## src/rcd_consts.vh

```
// Purpose: Constants for the reference clock divider output block.
// Assumes: One 125 MHz system clock; byte-wide control register.
// Notes: Register sits at index 0 of a small private map.
`ifndef RCD_CONSTS_VH
`define RCD_CONSTS_VH

// Register map
`define RCD_ADDR_W 4
`define RCD_CTRL_ADDR 4'h0
`define RCD_STAT_ADDR 4'h1

// Control register fields and reset value
`define RCD_EN_BIT 7
`define RCD_PIN_EN_BIT 6
`define RCD_SLEW_BIT 5
`define RCD_DUTY_HI 4
`define RCD_DUTY_LO 3
`define RCD_DIV_HI 2
`define RCD_DIV_LO 0
`define RCD_CTRL_RESET 8'h30

// Duty codes
`define RCD_DUTY_0 2'h0
`define RCD_DUTY_25 2'h1
`define RCD_DUTY_50 2'h2
`define RCD_DUTY_75 2'h3

// Divider codes
`define RCD_DIV_1 3'h0
`define RCD_DIV_2 3'h1

// Counter width covers divide by 128
`define RCD_CNT_W 7

`endif

```

## src/rcd_ctrl_reg.v

```verilog
// Purpose: Control register store with async reset to its default.
// Assumes: Write strobe is one cycle; the caller masks it during sleep.
// Notes: Reset returns every field to its default value.
`timescale 1ns/1ps
`include "rcd_consts.vh"

module rcd_ctrl_reg (
    input wire clk_in, // System clock
    input wire rst_b_in, // Async reset, active low
    input wire wr_in, // Write strobe
    input wire [7:0] wdata_in, // Write data
    output reg [7:0] ctrl_out // Stored control value
);

    // Register load; reset restores the default
    always @(posedge clk_in or negedge rst_b_in) begin
        if (!rst_b_in) begin
            ctrl_out <= `RCD_CTRL_RESET;
        end else if (wr_in) begin
            ctrl_out <= wdata_in;
        end
    end

endmodule // rcd_ctrl_reg

```

## src/rcd_phase_gen.v

```verilog
// Purpose: Free-running divider counter and phase compare.
// Assumes: Divide code 1..7; code 0 is handled by the caller.
// Notes: Settings latch at period wrap, or every cycle while disabled, so output never glitches.
`timescale 1ns/1ps
`include "rcd_consts.vh"

module rcd_phase_gen (
    input wire clk_in, // System clock
    input wire rst_b_in, // Async reset, active low
    input wire hold_in, // Freeze all state, clock halted in sleep
    input wire run_in, // Module enabled
    input wire [2:0] div_in, // Divide select from register
    input wire [1:0] duty_in, // Duty select from register
    output reg phase_out, // Divided clock, registered
    output reg wrap_out // Pulse at period end
);

    reg [`RCD_CNT_W-1:0] cnt_q;
    reg [2:0] div_q;
    reg [1:0] duty_q;
    reg [`RCD_CNT_W-1:0] last;
    reg [`RCD_CNT_W:0] hi_len;
    reg [`RCD_CNT_W-1:0] cnt_d;
    reg hi_d;
    reg end_d;
    reg [2:0] div_nx;
    reg start_hi;

    // Period end and high-time length from latched settings
    always @* begin
        last = (`RCD_CNT_W'h01 << div_q) - `RCD_CNT_W'h01;
        case (duty_q)
            `RCD_DUTY_25: hi_len = {1'b0, last} + 8'h01 >> 2;
            `RCD_DUTY_50: hi_len = {1'b0, last} + 8'h01 >> 1;
            `RCD_DUTY_75: hi_len = ({1'b0, last} + 8'h01 >> 1)
                + ({1'b0, last} + 8'h01 >> 2);
            default: hi_len = 8'h00;
        endcase
        end_d = (cnt_q == last);
        cnt_d = end_d ? {`RCD_CNT_W{1'b0}} : cnt_q + `RCD_CNT_W'h01;
        hi_d = ({1'b0, cnt_d} < hi_len);
        // First count of the next period judged on the settings about to
        // latch; a quarter of a two-cycle period rounds down to nothing
        div_nx = (div_in == `RCD_DIV_1) ? `RCD_DIV_2 : div_in;
        start_hi = (duty_in != `RCD_DUTY_0)
            && !((duty_in == `RCD_DUTY_25) && (div_nx == `RCD_DIV_2));
    end

    // Counter runs only while enabled; settings taken at wrap.
    // Hold freezes every flop so the outputs keep their level in sleep.
    always @(posedge clk_in or negedge rst_b_in) begin
        if (!rst_b_in) begin
            cnt_q <= {`RCD_CNT_W{1'b0}};
            div_q <= `RCD_DIV_2;
            duty_q <= `RCD_DUTY_0;
            phase_out <= 1'b0;
            wrap_out <= 1'b0;
        end else if (hold_in) begin
            phase_out <= phase_out;
        end else if (!run_in) begin
            cnt_q <= {`RCD_CNT_W{1'b0}};
            div_q <= div_nx;
            duty_q <= duty_in;
            phase_out <= 1'b0;
            wrap_out <= 1'b0;
        end else begin
            cnt_q <= cnt_d;
            wrap_out <= end_d;
            if (end_d) begin
                div_q <= div_nx;
                duty_q <= duty_in;
            end
            phase_out <= end_d ? start_hi : hi_d;
        end
    end

endmodule // rcd_phase_gen

```

## src/rcd_top.v

```verilog
// Purpose: Reference clock divider with pin and modulator outputs.
// Assumes: Pin inputs synchronous to clk_in; sleep gates the clock.
// Notes: One divider feeds both the shared pin and the modulator.
`timescale 1ns/1ps
`include "rcd_consts.vh"

module rcd_top (
    input wire clk_in, // System clock, 125 MHz
    input wire rst_b_in, // Async reset, active low
    input wire [`RCD_ADDR_W-1:0] addr_in, // Register address
    input wire [7:0] wdata_in, // Register write data
    input wire wr_in, // Write strobe
    input wire rd_in, // Read strobe
    output reg [7:0] rdata_out, // Read data, cycle after strobe
    input wire sleep_in, // Device in sleep, clock halted
    input wire low_power_crystal_mode_in, // Crystal LP mode
    input wire standard_crystal_mode_in, // Crystal XT mode
    input wire high_speed_crystal_mode_in, // Crystal HS mode
    input wire sysclk_pin_out_enable_n_in, // 0 routes quarter clock
    output wire refclk_out_pin_out, // Shared pin output level
    output wire refclk_out_pin_oe_out, // Shared pin output enable
    output wire refclk_slew_limit_out, // Pin slew limiting on
    output wire sysclk_quarter_pin_out, // Quarter system clock
    output wire modulator_clk_out // Reference clock to modulator
);

    wire [7:0] ctrl;
    wire ctrl_wr;
    wire run;
    wire [2:0] div_sel;
    wire [1:0] duty_sel;
    wire phase;
    wire wrap;
    wire crystal;
    reg [1:0] quarter_q;
    reg ref_q;
    reg [7:0] rdata_d;
    reg pin_q;
    reg oe_q;

    // Field decode; sleep masks control writes and holds the phase, quarter and oe flops since the clock is stopped
    assign ctrl_wr = wr_in && !sleep_in && (addr_in == `RCD_CTRL_ADDR);
    assign run = ctrl[`RCD_EN_BIT];
    assign div_sel = ctrl[`RCD_DIV_HI:`RCD_DIV_LO];
    assign duty_sel = ctrl[`RCD_DUTY_HI:`RCD_DUTY_LO];
    assign crystal = low_power_crystal_mode_in | standard_crystal_mode_in
        | high_speed_crystal_mode_in;

    rcd_ctrl_reg u_ctrl (
        .clk_in(clk_in),
        .rst_b_in(rst_b_in),
        .wr_in(ctrl_wr),
        .wdata_in(wdata_in),
        .ctrl_out(ctrl)
    );

    rcd_phase_gen u_phase (
        .clk_in(clk_in),
        .rst_b_in(rst_b_in),
        .hold_in(sleep_in),
        .run_in(run),
        .div_in(div_sel),
        .duty_in(duty_sel),
        .phase_out(phase),
        .wrap_out(wrap)
    );

    // Quarter-rate system clock for the clock-out function
    always @(posedge clk_in or negedge rst_b_in) begin
        if (!rst_b_in) begin
            quarter_q <= 2'h0;
        end else if (!sleep_in) begin
            quarter_q <= quarter_q + 2'h1;
        end
    end

    assign sysclk_quarter_pin_out = quarter_q[1];

    // Divided reference sourced only from clk_in; no other clock used.
    // Divide by two uses whole cycles, so 25 percent rounds to no high
    // time and 75 to half; undivided output parks low while asleep.
    always @* begin
        if (!run) begin
            ref_q = 1'b0;
        end else if (duty_sel == `RCD_DUTY_0) begin
            ref_q = 1'b0;
        end else if (div_sel == `RCD_DIV_1) begin
            ref_q = clk_in & ~sleep_in;
        end else begin
            ref_q = phase;
        end
    end

    // Modulator always gets the clock, pin or no pin
    assign modulator_clk_out = ref_q;

    // Pin mux: crystal blocks, clock-out has priority, then reference
    always @(posedge clk_in or negedge rst_b_in) begin
        if (!rst_b_in) begin
            oe_q <= 1'b0;
        end else if (!sleep_in) begin
            if (crystal) begin
                oe_q <= 1'b0;
            end else if (!sysclk_pin_out_enable_n_in) begin
                oe_q <= 1'b1;
            end else begin
                oe_q <= ctrl[`RCD_PIN_EN_BIT];
            end
        end
    end

    // Pin level; the undivided case must be combinational to pass clk_in
    always @* begin
        if (crystal) begin
            pin_q = 1'b0;
        end else if (!sysclk_pin_out_enable_n_in) begin
            pin_q = quarter_q[1];
        end else if (ctrl[`RCD_PIN_EN_BIT]) begin
            pin_q = ref_q;
        end else begin
            pin_q = 1'b0;
        end
    end

    assign refclk_out_pin_out = pin_q;
    assign refclk_out_pin_oe_out = oe_q;
    assign refclk_slew_limit_out = ctrl[`RCD_SLEW_BIT];

    // Read mux; status shows running state and period wrap
    always @* begin
        if (addr_in == `RCD_CTRL_ADDR) begin
            rdata_d = ctrl;
        end else if (addr_in == `RCD_STAT_ADDR) begin
            rdata_d = {4'h0, wrap, oe_q, phase, run};
        end else begin
            rdata_d = 8'h00;
        end
    end

    // Read data registered, valid one cycle after the strobe
    always @(posedge clk_in or negedge rst_b_in) begin
        if (!rst_b_in) begin
            rdata_out <= 8'h00;
        end else if (rd_in) begin
            rdata_out <= rdata_d;
        end else begin
            rdata_out <= 8'h00;
        end
    end

endmodule // rcd_top

```

## config.mk

```make
export PLATFORM = sky130hd
export DESIGN_NAME = rcd_top
export DESIGN_NICKNAME = d
export VERILOG_FILES = /design/src/rcd_ctrl_reg.v /design/src/rcd_phase_gen.v /design/src/rcd_top.v
export VERILOG_INCLUDE_DIRS = /design/src /design/src/src
export SDC_FILE = /design/constraint.sdc
export NUM_CORES = 1
export LEC_CHECK = 0
export BUFFER_PORTS_ARGS = -buffer_cell sky130_fd_sc_hd__buf_2
export CAP_MARGIN = 20
export CORE_MARGIN = 1
export CORE_UTILIZATION = 36
export DETAILED_ROUTE_END_ITERATION = 8
export SLEW_MARGIN = 20
export SYNTH_ARGS = -nofsm -noshare
export SYNTH_HDL_FRONTEND = slang
export SYNTH_SLANG_ARGS = --single-unit
```

## constraint.sdc

```tcl
create_clock -name clk_in -period 4 [get_ports clk_in]
set_input_delay 0.8 -clock clk_in [delete_from_list [all_inputs] [get_ports clk_in]]
set_output_delay 0.8 -clock clk_in [all_outputs]
set_load 0.005 [all_outputs]
```

Word level (Yosys, flattened, before mapping)
Cells that the tools add are included.
{ "word_totals": {"output_inout_bits": 13, "inputBits": 21, "wordCells": 61, "ff_bits": 33} }
{ "op_classes": {"n_eq_ne": 8, "shifts": 1, "n_reduce_logical": 11, "bitwise_logic": 4, "addsub": 5, "order_cmp": 1, "muxes": 22} }
{ "ops": {"columns": ["operator", "count"], "rows": [
  ["$pmux 8 s3", 1],
  ["$mux 8", 2],
  ["$mux 7", 2],
  ["$mux 1", 11],
  ["$mux 3", 3],
  ["$add 7x1->8 const B", 1],
  ["$add 7x6->8", 1],
  ["$lt 7x8->1", 1],
  ["$add 7x1->7 const B", 1],
  ["$eq 7x7->1", 1],
  ["$shl 1x3->7 const A", 1],
  ["$sub 7x1->7 const B", 1],
  ["$eq 2x1->1 const B", 2],
  ["$eq 2x2->1 const B", 2],
  ["$eq 4x1->1 const B", 1],
  ["$logic_and 1x1->1", 4],
  ["$logic_not 4->1", 1],
  ["$mux 2", 2],
  ["$mux 4", 1],
  ["$eq 3x1->1 const B", 1],
  ["$logic_not 3->1", 1],
  ["$add 2x1->2 const B", 1],
  ["$logic_not 1->1", 2],
  ["$logic_not 2->1", 1],
  ["other kinds (6)", 7]
]} }

Logic depth before layout (Yosys ltp)
{ "logic_depth": {"word_depth": 8, "depth_mapped": 17} }

Cells and area by module
From an unflattened synthesis, not the netlist that was laid out.
{ "hier_totals": {"cells_unflattened": 214, "area_unflattened_um2": 2189.6} }
{ "modules_own_cells": {"columns": ["module", "area_per_inst_um2", "cells_each", "instances"], "rows": [
  ["rcd_phase_gen", 1380.1, 156, 1],
  ["rcd_top", 475.5, 41, 1],
  ["rcd_ctrl_reg", 334.1, 17, 1]
]} }

==> metrics.yaml <==
cts_resized: 2
cts_setup_buffers: 0
leakage_nw: 1.17
grt_pass1_vias: 1678
finClkSkew_ps: 7.53
min_path_type: "in2async"
wl_per_cell_microns: 15.1
fin_util_pct: 45.2
dp_hpwl_mm: 3.40
antenna_cells: 0
synth-seq-area-share_pct: 38.9
hold_buffers: 0
netlist-cell-type-count: 52
rsz0062_at_grt: "false"
track_usage_pct: 18.1
path_class: "clk2out"
syn_area_sq_um: 2130
area_growth_pct: 18.9
cp_max_fo: 2
arrival_ps: 3090
die_w_microns: 79
grt_max_degree: 34
antenna_found_initial: 0
grt_pass1_wl_mm: 8.28
worstPathRequired_ps: 3200
final_hold_viol_count: 0
totalWireLength_mm: 4.94
drt_iter0_markers: 106
peakVddDrop_mv: 0.262
setup_violations: 0
switching_share_pct: 33.8
r2r_setup_slack_ps: 640
p_comb_share_pct: 28.7
avgViaCountPerCell: 5.39
postSynthAreaPerCell_sq_um: 9.79
die_y_microns: 79
gp_congestion: 0.833
synth_edf_count: 0
setup.worst_path.start_class: "clock port"
grt_overflow: 0
yosys.area.top_type: "dfrtp_1"
path_clk_slew_ps: 80
p_int_w: 0.000949
setup.worst_path.start: "clk_in"
dr.pass1.iters: 4
reg2reg_from: "u_phase.div_q[1]$_DFFE_PN0P_"
io_buffers: 33
cts_tree: "yes"
drive_gt1_share_pct: 30.2
layout.nets: 284
ys_ff_latch: 33
synthCells: 218
drv_cap: 0
ant_nets: 0
timing.slew.headroom_pct: 49.0
top_level_ports: 34
p_per_area_nw_per_um2: 565
num_vias: 1761
synth_warnings: 0
endpoint_kind: "primary output"
synth_top_cell_area_share_pct: 35.2
status: "complete, no violations"
insertion_delay_ps: 400
tightest_slew_ps: 766
yosys-top-cells-area: "dfrtp_1, ha_1, mux2_2, nand2_1, dfstp_2"
synthesis.nets: 249
pwr-share-clk_pct: 36.1
netSwitchingPower_w: 0.000485
finalMaxSlewViolations: 0
start_util_pct: 38.1
fin_tns_setup_ps: 0
synthFlopType: "dfrtp_1"
rows: 27
async_flop_share_pct: 100
dieArea_sq_um: 6240
core_area_sq_um: 5610
power_frac_seq_pct: 35.2
hold_slack_ps: 476
drc: 0
[through the flow]
stage                     instances  instance area, sq um  setup WS, ps  total power [W]
after floorplan                 218                  2130           867         0.000851
after global placement          311                  2300           788         0.000912
after detailed placement        311                  2300           698         0.000920
after CTS                       327                  2540          79.0          0.00145
after global routing            327                  2540          43.6          0.00153
final                           327                  2540           107          0.00143
[area by class of cell]
class	instances	area, sq um
tap	72	90.1
clock inverter	2	37.5
multi-input combinational	165	1200
inverter	8	30.0
timing repair buffer	31	155
sequential	33	830
fill	554	3070
clock buffer	16	193
[routing by layer]
layer / part of all wire [%] / GRT usage, %
met5: 0 / 0
met1: 48 / 23.1
met2: 45 / 25.0
met3: 3.8 / 6.44
met4: 2.4 / 13.1
[sequential cells by signal (all words and copies together), names as in the netlist]
signal                 flops
rdata_out                  8
u_ctrl.ctrl_out            8
u_phase.cnt_q              7
u_phase.div_q              3
quarter_q                  2
u_phase.duty_q             2
refclk_out_pin_oe_out      1
u_phase.phase_out          1
u_phase.wrap_out           1
[cells in the final DEF, fill, tap and decap left out, types with 4 or more instances in the layout]
cell type,n
nor2b_1,4
inv_1,8
mux2_2,8
o21ai_0,7
ha_1,10
mux2_4,4
nand2_1,23
nand3_1,9
xnor2_1,4
buf_2,33
dfrtp_1,30
clkbuf_8,13
nor2_1,18
nor3_1,8
and2_1,11
mux2i_1,6
[logic make-up after synthesis]
kind of cell	count (synthesis)	share of synthesized area, %
xor gates and xnor gates	7	2.87
adders and majority gates	10	5.86
muxes	19	10.9
AOI/OAI and AO/OA	44	16.2
DFF	33	38.9
and+or+nand+nor	85	19.9
buffers and inverters	20	5.39
[Yosys cell counts (4+ instances only)]
master / number
nor2b_1: 4
mux2_2: 8
nand2_1: 23
nand3_1: 9
dfrtp_1: 30
inv_1: 8
xnor2_1: 4
mux2_4: 4
clkbuf_1: 4
o21ai_0: 7
nor2_1: 18
nor3_1: 8
and2_1: 11
ha_1: 10
buf_6: 5
mux2i_1: 6
[final timing paths]
path                                                       to  depth (start not counted)
worst max register to register  u_phase.phase_out$_DFFE_PN0N_                         11
max in group asynchronous        u_phase.cnt_q[2]$_DFFE_PN0N_                          1
worst max-delay path                       refclk_out_pin_out                         10
worst min register to register       quarter_q[0]$_DFFE_PN0N_                          1
min in group clk_in                  quarter_q[0]$_DFFE_PN0N_                          1
worst min-delay path                   rdata_out[0]$_DFF_PN0_                          1
[worst max-delay path, cell delays in order]
cell	delay [ps]
clkbuf_8	110
clkbuf_8	120
clkbuf_8	120
clkbuf_8	120
clkbuf_8	130
nand2b_4	60
a211oi_2	90
mux2i_1	170
nor2_1	50
buf_2	130
[power groups by stage]
stage | Sequential (W) | Clock [W] | Combinational (W)
6_report | 0.000505 | 0.000518 | 0.000411
5_1_grt | 0.000517 | 0.000554 | 0.000456
4_1_cts | 0.000503 | 0.000535 | 0.000412
3_5_place_dp | 0.000509 | 0.00000721 | 0.000403
3_3_place_gp | 0.000508 | 0.00000721 | 0.000397
2_1_floorplan | 0.000444 | 0.00000610 | 0.000400
(Power assumes the default switching activity.)
